**src/rtl/rtp_regs.vh**
```
// register offsets, field positions and reset values of the rtc prescaler block
`ifndef RTP_REGS_VH
`define RTP_REGS_VH
`define RTP_OFS_PRESCALE     8'h18
`define RTP_OFS_IRQ_MASK     8'h1C
`define RTP_OFS_IRQ_RAW      8'h20
`define RTP_OFS_IRQ_MASKED   8'h24
`define RTP_OFS_IRQ_CLEAR    8'h28
`define RTP_DIV_LSB          0
`define RTP_DIV_MSB          14
`define RTP_TRIM_LSB         16
`define RTP_TRIM_MSB         25
`define RTP_LOCK_BIT         26
`define RTP_CAL_BIT          0
`define RTP_TMR_BIT          1
`define RTP_DIV_RESET        15'h7FFF
`define RTP_TRIM_RESET       10'h000
`define RTP_TRIM_WINDOW      10'h3FF
`endif

```
**src/rtl/rtp_prescaler.v**
```verilog
// rtc prescaler, trim, clockwatch lock and two-source interrupt control
//
// Overview of operation
// one tick every divider plus one cycles
// divider zero: timer gets clock, clockwatch none
// trim deletes count pulses per 1023 cycles
// divider and trim frozen while clockwatch enabled
// bit 26 enables clockwatch counting ticks
// enabled: prescale register locked until reset
// mask bit 0 enables clockwatch interrupt
// mask bit 1 enables timer interrupt
// raw status shows unmasked pending bits
// masked status is raw and enable
// clear bit 0 clears clockwatch pending
// clear bit 1 clears timer pending
// lines follow masked bits; flags sticky
`include "rtp_regs.vh"
`default_nettype none

module rtp_prescaler
#(
  // divider and trim field widths
  parameter DIV_W  = 15,
  parameter TRIM_W = 10
)
(
  // clock and reset
  input  wire        clk_sys,
  input  wire        rst,
  // register port
  input  wire [7:0]  reg_addr,
  input  wire [31:0] reg_wdata,
  input  wire        reg_write,
  input  wire        reg_read,
  output reg  [31:0] reg_rdata,
  // slow clock pin and derived ticks
  input  wire        slow_clock,
  output reg         one_second_tick,
  output reg         timer_tick,
  output reg         calendar_enable_lock,
  // events from clockwatch and timer logic
  input  wire        calendar_event,
  input  wire        timer_event,
  // interrupt lines
  output wire        calendar_irq_line,
  output wire        timer_irq_line,
  output reg         irq
);

  ////////////////////////////////////////////////////////////////////////////
  // slow clock synchroniser and edge detect

  reg        slow_meta;
  reg        slow_sync;
  reg        slow_prev;
  wire       slow_pulse;

  always @(posedge clk_sys)
  begin
    if (rst)
    begin
      slow_meta <= 1'b0;
      slow_sync <= 1'b0;
      slow_prev <= 1'b0;
    end
    else
    begin
      slow_meta <= slow_clock;
      slow_sync <= slow_meta;
      slow_prev <= slow_sync;
    end
  end

  // only the second and third flops feed logic; the first may be metastable
  // the pin idles low, so prev resets low and no false edge follows reset
  assign slow_pulse = slow_sync & ~slow_prev;

  ////////////////////////////////////////////////////////////////////////////
  // register state

  reg [DIV_W-1:0]  tick_divider_factor;
  reg [TRIM_W-1:0] trim_delete_count;
  reg        calendar_irq_enable;
  reg        timer_irq_enable;
  wire       calendar_irq_raw;
  wire       timer_irq_raw;
  wire       calendar_irq_masked;
  wire       timer_irq_masked;
  wire       wr_prescale;
  wire       wr_mask;
  wire       wr_clear;
  wire       calendar_irq_clear;
  wire       timer_irq_clear;

  assign wr_prescale = reg_write & (reg_addr == `RTP_OFS_PRESCALE)
                       & ~calendar_enable_lock;
  assign wr_mask     = reg_write & (reg_addr == `RTP_OFS_IRQ_MASK);
  assign wr_clear    = reg_write & (reg_addr == `RTP_OFS_IRQ_CLEAR);
  assign calendar_irq_clear = wr_clear & reg_wdata[`RTP_CAL_BIT];
  assign timer_irq_clear    = wr_clear & reg_wdata[`RTP_TMR_BIT];
  assign calendar_irq_masked = calendar_irq_raw & calendar_irq_enable;
  assign timer_irq_masked    = timer_irq_raw & timer_irq_enable;

  always @(posedge clk_sys)
  begin
    if (rst)
    begin
      tick_divider_factor  <= `RTP_DIV_RESET;
      trim_delete_count    <= `RTP_TRIM_RESET;
      calendar_enable_lock <= 1'b0;
      calendar_irq_enable  <= 1'b0;
      timer_irq_enable     <= 1'b0;
    end
    else
    begin
      if (wr_prescale)
      begin
        tick_divider_factor  <= reg_wdata[`RTP_DIV_MSB:`RTP_DIV_LSB];
        trim_delete_count    <= reg_wdata[`RTP_TRIM_MSB:`RTP_TRIM_LSB];
        calendar_enable_lock <= reg_wdata[`RTP_LOCK_BIT];
      end
      if (wr_mask)
      begin
        calendar_irq_enable <= reg_wdata[`RTP_CAL_BIT];
        timer_irq_enable    <= reg_wdata[`RTP_TMR_BIT];
      end
    end
  end

  ////////////////////////////////////////////////////////////////////////////
  // interrupt sources: sticky raw flags and registered lines

  rtp_irq_source i_calendar_source
  (
    .clk_sys  (clk_sys),
    .rst      (rst),
    .event_in (calendar_event),
    .clear_in (calendar_irq_clear),
    .enable   (calendar_irq_enable),
    .raw      (calendar_irq_raw),
    .line     (calendar_irq_line)
  );

  rtp_irq_source i_timer_source
  (
    .clk_sys  (clk_sys),
    .rst      (rst),
    .event_in (timer_event),
    .clear_in (timer_irq_clear),
    .enable   (timer_irq_enable),
    .raw      (timer_irq_raw),
    .line     (timer_irq_line)
  );

  // combined line, same latency as the two source lines
  always @(posedge clk_sys)
  begin
    if (rst)
      irq <= 1'b0;
    else
      irq <= calendar_irq_masked | timer_irq_masked;
  end

  ////////////////////////////////////////////////////////////////////////////
  // read port: data valid the cycle after the strobe

  reg [31:0] next_rdata;

  always @*
  begin
    next_rdata = 32'h00000000;
    case (reg_addr)
      `RTP_OFS_PRESCALE:
      begin
        next_rdata[`RTP_DIV_MSB:`RTP_DIV_LSB]   = tick_divider_factor;
        next_rdata[`RTP_TRIM_MSB:`RTP_TRIM_LSB] = trim_delete_count;
        next_rdata[`RTP_LOCK_BIT]               = calendar_enable_lock;
      end
      `RTP_OFS_IRQ_MASK:
      begin
        next_rdata[`RTP_CAL_BIT] = calendar_irq_enable;
        next_rdata[`RTP_TMR_BIT] = timer_irq_enable;
      end
      `RTP_OFS_IRQ_RAW:
      begin
        next_rdata[`RTP_CAL_BIT] = calendar_irq_raw;
        next_rdata[`RTP_TMR_BIT] = timer_irq_raw;
      end
      `RTP_OFS_IRQ_MASKED:
      begin
        next_rdata[`RTP_CAL_BIT] = calendar_irq_masked;
        next_rdata[`RTP_TMR_BIT] = timer_irq_masked;
      end
      default:
        next_rdata = 32'h00000000;
    endcase
  end

  always @(posedge clk_sys)
  begin
    if (rst)
      reg_rdata <= 32'h00000000;
    else if (reg_read)
      reg_rdata <= next_rdata;
    else
      reg_rdata <= 32'h00000000;
  end

  ////////////////////////////////////////////////////////////////////////////
  // trim: delete the first n slow pulses of each 1023-pulse window

  // deleted pulses come first in the window, so the tick jitters
  // once per window rather than spreading the deletions out
  reg  [TRIM_W-1:0] trim_window;
  reg  [TRIM_W-1:0] trim_deleted;
  wire       trim_drop;
  wire       trimmed_pulse;

  assign trim_drop     = slow_pulse & (trim_deleted < trim_delete_count);
  assign trimmed_pulse = slow_pulse & ~trim_drop;

  always @(posedge clk_sys)
  begin
    if (rst)
    begin
      trim_window  <= 10'h000;
      trim_deleted <= 10'h000;
    end
    else if (slow_pulse)
    begin
      if (trim_window == `RTP_TRIM_WINDOW - 10'h001)
      begin
        trim_window  <= 10'h000;
        trim_deleted <= 10'h000;
      end
      else
      begin
        trim_window <= trim_window + 10'h001;
        if (trim_drop)
          trim_deleted <= trim_deleted + 10'h001;
      end
    end
  end

  ////////////////////////////////////////////////////////////////////////////
  // integer divider

  // divider zero bypasses: the timer sees every kept slow edge and
  // the clockwatch tick stays low
  reg [DIV_W-1:0] div_count;

  always @(posedge clk_sys)
  begin
    if (rst)
    begin
      div_count       <= 15'h0000;
      one_second_tick <= 1'b0;
      timer_tick      <= 1'b0;
    end
    else
    begin
      one_second_tick <= 1'b0;
      timer_tick      <= 1'b0;
      if (trimmed_pulse)
      begin
        if (tick_divider_factor == 15'h0000)
        begin
          div_count  <= 15'h0000;
          timer_tick <= 1'b1;
        end
        else if (div_count >= tick_divider_factor)
        begin
          div_count       <= 15'h0000;
          timer_tick      <= 1'b1;
          one_second_tick <= calendar_enable_lock;
        end
        else
          div_count <= div_count + 15'h0001;
      end
    end
  end

endmodule // rtp_prescaler

////////////////////////////////////////////////////////////////////////////
// one interrupt source: sticky raw flag and registered line

module rtp_irq_source
(
  // clock and reset
  input  wire clk_sys,
  input  wire rst,
  // event, clear and mask
  input  wire event_in,
  input  wire clear_in,
  input  wire enable,
  // raw flag and interrupt line
  output reg  raw,
  output reg  line
);

  // an event in the clearing cycle wins, so no event is lost
  always @(posedge clk_sys)
  begin
    if (rst)
    begin
      raw  <= 1'b0;
      line <= 1'b0;
    end
    else
    begin
      if (event_in)
        raw <= 1'b1;
      else if (clear_in)
        raw <= 1'b0;
      // line trails the masked flag by one cycle
      line <= raw & enable;
    end
  end

endmodule // rtp_irq_source

`default_nettype wire

```
**config.mk**
```make
export PLATFORM = sky130hd
export DESIGN_NAME = rtp_prescaler
export DESIGN_NICKNAME = d
export VERILOG_FILES = /design/src/rtl/rtp_prescaler.v
export VERILOG_INCLUDE_DIRS = /design/src /design/src/rtl
export SDC_FILE = /design/constraint.sdc
export NUM_CORES = 1
export LEC_CHECK = 0
export BUFFER_PORTS_ARGS = -buffer_cell sky130_fd_sc_hd__buf_2
export CAP_MARGIN = 15
export CORE_MARGIN = 4
export CORE_UTILIZATION = 56
export CTS_CLUSTER_DIAMETER = 200
export CTS_CLUSTER_SIZE = 14
export DETAILED_ROUTE_END_ITERATION = 7
export PLACE_DENSITY = 0.86
export SETUP_SLACK_MARGIN = 0.5
export SLEW_MARGIN = 30
export SYNTH_ARGS = -nofsm -noshare
export SYNTH_HDL_FRONTEND = slang
export SYNTH_SLANG_ARGS = --single-unit
```
**constraint.sdc**
```tcl
create_clock -name clk_sys -period 3.34 [get_ports clk_sys]
set_input_delay 0.501 -clock clk_sys [delete_from_list [all_inputs] [get_ports clk_sys]]
set_output_delay 0.501 -clock clk_sys [all_outputs]
set_load 0.01 [all_outputs]
```
==> metrics.csv, run 1 <==
metric,value,unit
numCtsBuffers,9,
crit_required,3.60,ns
cts_max_path_buffers,2,
yosys_most_used_dff,dfxtp_1,
drtIter0Drc,218,
irDropWorstVdd,0.000229,V
p_per_area,390,nW/um2
rows,33,
slew_violations,0,
chipWidth,99.2,um
yosys.area_share.xor_xnor,0.0132,
finalNetCount,679,
grt_pass1_wl,18400,um
cts_resized,0,
cp-end-kind,flop,
utilization,0.643,
n_antenna_cell,0,
vias_per_cell,5.89,
insertion_delay,0.37,ns
r2r_start,trim_delete_count[9],
max_freq,396,MHz
dieArea,9850,um2
grt_max_degree,37,
fin_crit_sh,0.756,
async_flop_share,0,
drive_gt1_frac,0.186,
cts.reportedPaths.clkPinSlew,0.10,ns
relSlewSlack,0.452,
synthMostInstantiatedCell,dfxtp_1,
setup_viol,0,
synth-compound-area-share,0.156,
cp.arrival,2.79,ns
yosys.area_share.adder,0.0752,
grt_overflow,0,
cts.sinks,99,
area_delta_synth_final,12.8,%
synth_top_family_by_area,simple AND/OR/NAND/NOR gates,
cts_root_buf,clkbuf_8,
vias,4202,
startpoint,trim_delete_count[9],
design_area,5260,um2
syn_inst,543,
power,2.05,mW
cts_setup_buffers,0,
wire_per_inst,15.1,um
dp.cells,698,
path_class,reg -> reg,
maxCapViolCount,0,
netlist_area,4660,um2
status,completed,
synth.area.top_cells,"dfxtp_1 (43%), ha_1 (7.5%), a21oi_1 (4.8%), nand2_1 (4.2%), nor4_1 (3.9%)",
cpPeakStageDelay,0.61,ns
core-area,8180,um2
min_path_type,in -> reg,
synth_cell_types,57,
cts-hold-fix-buffers,0,
period_needed,2.53,ns
worst_pin_slew,0.814,ns
groute.usage.overall,0.226,
rsz0062_at_grt,no,
yosysSeqAreaShare,0.425,
drt_pass1_iterations,5,
worstPathCellList,inv_1 -> ha_1 -> nand4_1 -> a211o_1 -> o31a_2 -> a21oi_1 -> nor3b_1 -> o221a_2,
synth.largest_area_cell,dfxtp_1,
drt-total-wl,10800,um
layoutNonFillerInstCount,714,
initial_core_util,0.570,
grt_pass1_vias,4079,
antenna_left,0,
synthSimpleGateAreaFrac,0.263,
synth-edff-count,0,
start_kind,flop,
cts_tree,yes,
multi_input_area,2410,um2
dpl_cell_area,5060,um2
synth_seq_cells,99,
path_max_fanout,11,
io_buffers,72,
synthDominantCellAreaShare,0.425,
finClkSkew,0.00925,ns
hold_viol,0,
drc_errors,0,
antenna_found_initial,0,
yosysWarnings,0,
dpl.hpwl,7840,um
setup_tns,0,ns
htreeDepth,3,
die_h,99.2,um
synth.top_cells.by_count,"dfxtp_1 (99), nand2_1 (52), nor2_1 (48), a21oi_1 (45), inv_1 (30)",
slowest_stage,a21oi_1,
gp_congestion,0.830,
p_leak,2.19,nW
fill_cells,679,
synth_area_per_cell,8.58,um2
seq_area,1980,um2
synth_mux_area_frac,0.00430,
io_pins,85,
min_from,reg_wdata[9],
[sequential cells by signal, summed over array words and instances (netlist names)]
| signal | flops |
|---|---|
| i_timer_source.line | 1 |
| div_count | 15 |
| i_calendar_source.raw | 1 |
| slow_meta | 1 |
| slow_sync | 1 |
| trim_deleted | 10 |
| trim_window | 10 |
| tick_divider_factor | 15 |
| trim_delete_count | 10 |
| i_calendar_source.line | 1 |
| calendar_irq_enable | 1 |
| timer_tick | 1 |
| one_second_tick | 1 |
| timer_irq_enable | 1 |
| irq | 1 |
| reg_rdata | 26 |
| calendar_enable_lock | 1 |
| slow_prev | 1 |
| i_timer_source.raw | 1 |
[cell type report]
class / count / area share
tap: 105 / 0.0250
inverter: 31 / 0.0221
timing repair buffer: 80 / 0.0799
multi-input combinational: 383 / 0.459
clock buffer: 10 / 0.0262
clock inverter: 6 / 0.0107
sequential: 99 / 0.377
[through the flow]
step           setup WS [ns]  hold slack (ns)
5_1_grt                0.650            0.301
3_3_place_gp           0.866            0.419
3_5_place_dp           0.880            0.427
6_report               0.815            0.321
4_1_cts                0.850            0.311
2_1_floorplan           1.23            0.414
[logic make-up after synthesis]
family / Yosys count
simple gates: 233
compound gates: 107
flops: 99
buf+inv: 66
fa+ha+maj: 28
xor+xnor: 7
mux: 2
other cells: 1
[per-layer routing]
metal / vias up / wire [um] / track usage
li1: 2057 / - / -
met5: - / 0 / 0
met1: 1991 / 4410 / 0.267
met4: 0 / 166 / 0.0777
met2: 132 / 5580 / 0.393
met3: 22 / 633 / 0.0617
[path summary, 6_finish.rpt]
check | slack, ns | end | depth (start not counted)
hold / removal | 0.32 | tick_divider_factor[9] | 2
setup / recovery | 0.81 | trim_deleted[5] | 8
hold reg to reg | 0.45 | slow_sync | 1
setup reg to reg | 0.81 | trim_deleted[5] | 8
[placed cells by master, fill, tap and decap left out, drive strengths merged, types with 5 or more instances in the layout]
cell / instances
buf: 80
a21oi: 45
nor2b: 5
and2: 5
nor3: 10
dfxtp: 99
nor2: 49
nand4: 14
nor4: 29
conb: 6
o21ai: 13
nand2b: 8
ha: 28
inv: 34
nand3: 28
a22oi: 8
clkbuf: 10
a211o: 15
and3: 13
nand2: 52
[power by group]
group          total [mW]  internal (mW)  switching [mW]
clock network       0.751          0.307           0.444
registers            1.20           1.19          0.0118
logic              0.0988         0.0376          0.0612
total                2.05           1.53           0.517
[critical path, delay by kind of cell (launching register included)]
| kind | cells | cell delay, ns |
|---|---|---|
| AO/OA/AOI/OAI | 4 | 1.36 |
| flip-flops | 1 | 0.35 |
| AND/OR/NAND/NOR | 2 | 0.35 |
| adder cells (fa/ha/maj) | 1 | 0.31 |
| buffers and inverters | 1 | 0.06 |
No activity file was read; power rests on OpenSTA's default activity.
==> inputs of run 2 (changes only) <==
clock period = 2.6 ns   (was 3.34 ns; I/O delays follow)
==> metrics.csv, run 2 (same netlist as run 1, synthesis figures left out) <==
metric,value,unit
setup_viol,0,
period_needed,2.23,ns
cpPeakStageDelay,0.40,ns
utilization,0.714,
groute.usage.overall,0.242,
dpl.hpwl,8000,um
cp-end-kind,flop,
p_leak,2.24,nW
critPathBufInv,3,
area_delta_synth_final,25.2,%
cpLargestDelayFamily,compound AO/OA/AOI/OAI gates,
grt_pass1_vias,4308,
grt_pass1_wl,19900,um
cp.arrival,2.52,ns
hold_viol,0,
die_h,99.2,um
crit_required,2.89,ns
vias_per_cell,6.01,
setup_tns,0,ns
fin_crit_sh,0.858,
dieArea,9850,um2
drt_pass1_iterations,5,
cts.sinks,99,
maxCapViolCount,0,
vias,4420,
relSlewSlack,0.569,
core-area,8180,um2
slew_violations,0,
path_max_fanout,5,
grt_overflow,0,
seqPwrFrac,0.589,
status,completed,
p_per_area,449,nW/um2
cts_tree,yes,
antenna_left,0,
r2r_start,tick_divider_factor[13],
slowest_stage,a221o_1,
top_regs,"reg_rdata x26, div_count x15, tick_divider_factor x15",
antenna_found_initial,0,
cts.reportedPaths.clkPinSlew,0.10,ns
layoutNonFillerInstCount,735,
insertion_delay,0.37,ns
internal_power,1.95,mW
mostFrequentLayoutCells,"buf_2 (73), dfxtp_1 (62), nand2_1 (52)",
dp.cells,703,
initial_core_util,0.570,
hold_depth,2,
wire_per_inst,17.2,um
reg2reg_setup_slack,0.37,ns
cts_max_path_buffers,2,
p_sw_frac,0.257,
min_to,tick_divider_factor[9],
layout_commonest_cell,buf_2,
irDropWorstVdd,0.000282,V
min_from,reg_wdata[9],
htreeDepth,3,
largest_register_ffs,26,
drtIter0Drc,338,
drc_errors,0,
io_buffers,72,
start_kind,flop,
finalNetCount,700,
max_freq,448,MHz
switchingPower,0.673,mW
n_antenna_cell,0,
worstPathCellList,inv_2 -> ha_4 -> a21oi_2 -> nand2_1 -> a221o_1 -> nor4b_4 -> buf_4 -> buf_6 -> nand4_1 -> a21oi_1,
path_class,reg -> reg,
rows,33,
cts_root_buf,clkbuf_8,
min_path_type,in -> reg,
drt-total-wl,12700,um
finClkSkew,0.0123,ns
grt_max_degree,40,
drive_gt1_frac,0.368,
reg2reg_depth,10,
gp_congestion,0.862,
io_pins,85,
clkPwrFrac,0.354,
p_comb_frac,0.056,
rsz0062_at_grt,yes,
regMostFlops,reg_rdata,
chipWidth,99.2,um
timing.rr.end,div_count[5],
fill_cells,557,
numCtsBuffers,9,
worst_pin_slew,0.646,ns
-- run 2: worst max-delay path by stage --
stage / start / to / slack [ns] / depth (start not counted)
final: tick_divider_factor[13] / div_count[5] / 0.37 / 10
after global routing: trim_delete_count[9] / div_count[13] / 0.32 / 9
after CTS: trim_delete_count[9] / div_count[4] / 0.46 / 7
after detailed placement: tick_divider_factor[6] / div_count[2] / 0.18 / 9
after global placement: trim_delete_count[4] / div_count[9] / 0.17 / 7
after floorplan: tick_divider_factor[14] / div_count[10] / 0.52 / 9
-- run 2: area by class of cell --
cell class,instances,area [um2],share of cell area
Clock inverter,6,48.8,0.00836
Inverter,31,116,0.0199
Tap cell,105,131,0.0225
Clock buffer,10,128,0.0219
Timing Repair Buffer,101,587,0.101
Multi-Input combinational cell,383,2790,0.478
Sequential cell,99,2030,0.348
-- run 2: worst reg2reg max path, stage by stage, from the launching register on --
cell and delay, ns:
dfxtp_2 0.36, inv_2 0.06, ha_4 0.22, a21oi_2 0.13, nand2_1 0.09, a221o_1 0.40
nor4b_4 0.34, buf_4 0.18, buf_6 0.11, nand4_1 0.10, a21oi_1 0.15
-- run 2: metal layers --
layer	GRT usage	vias up	wire length [um]
met5	0	-	0
met4	0.0893	0	273
met3	0.0344	30	741
met2	0.438	199	6690
met1	0.291	2093	4970
li1	-	2098	-
-- run 2: timing repair --
item	4_1_cts	5_1_grt
hold buffers	0	0
setup endpoints to repair	25	27
endpoints found under the hold margin	0	0
pin swaps	19	30
gates cloned	1	0
gates resized for setup	71	36
setup buffers	12	3
-- run 2: power by group through the flow --
stage / clock network (mW) / registers [mW] / logic (mW)
finish: 0.929 / 1.54 / 0.148
global route: 0.993 / 1.55 / 0.163
CTS: 0.926 / 1.54 / 0.140
detailed placement: 0 / 1.58 / 0.129
global placement: 0 / 1.58 / 0.123
floorplan: 0 / 1.57 / 0.0831
-- run 2: stage by stage --
stage	cell area (um2)	setup WS, ns	hold WS, ns	power, mW
after global routing	5830	0.325	0.218	2.70
final	5830	0.368	0.212	2.62
after CTS	5650	0.464	0.207	2.61
after detailed placement	5120	0.176	0.437	1.71
after floorplan	4690	0.519	0.414	1.66
after global placement	5110	0.173	0.421	1.70
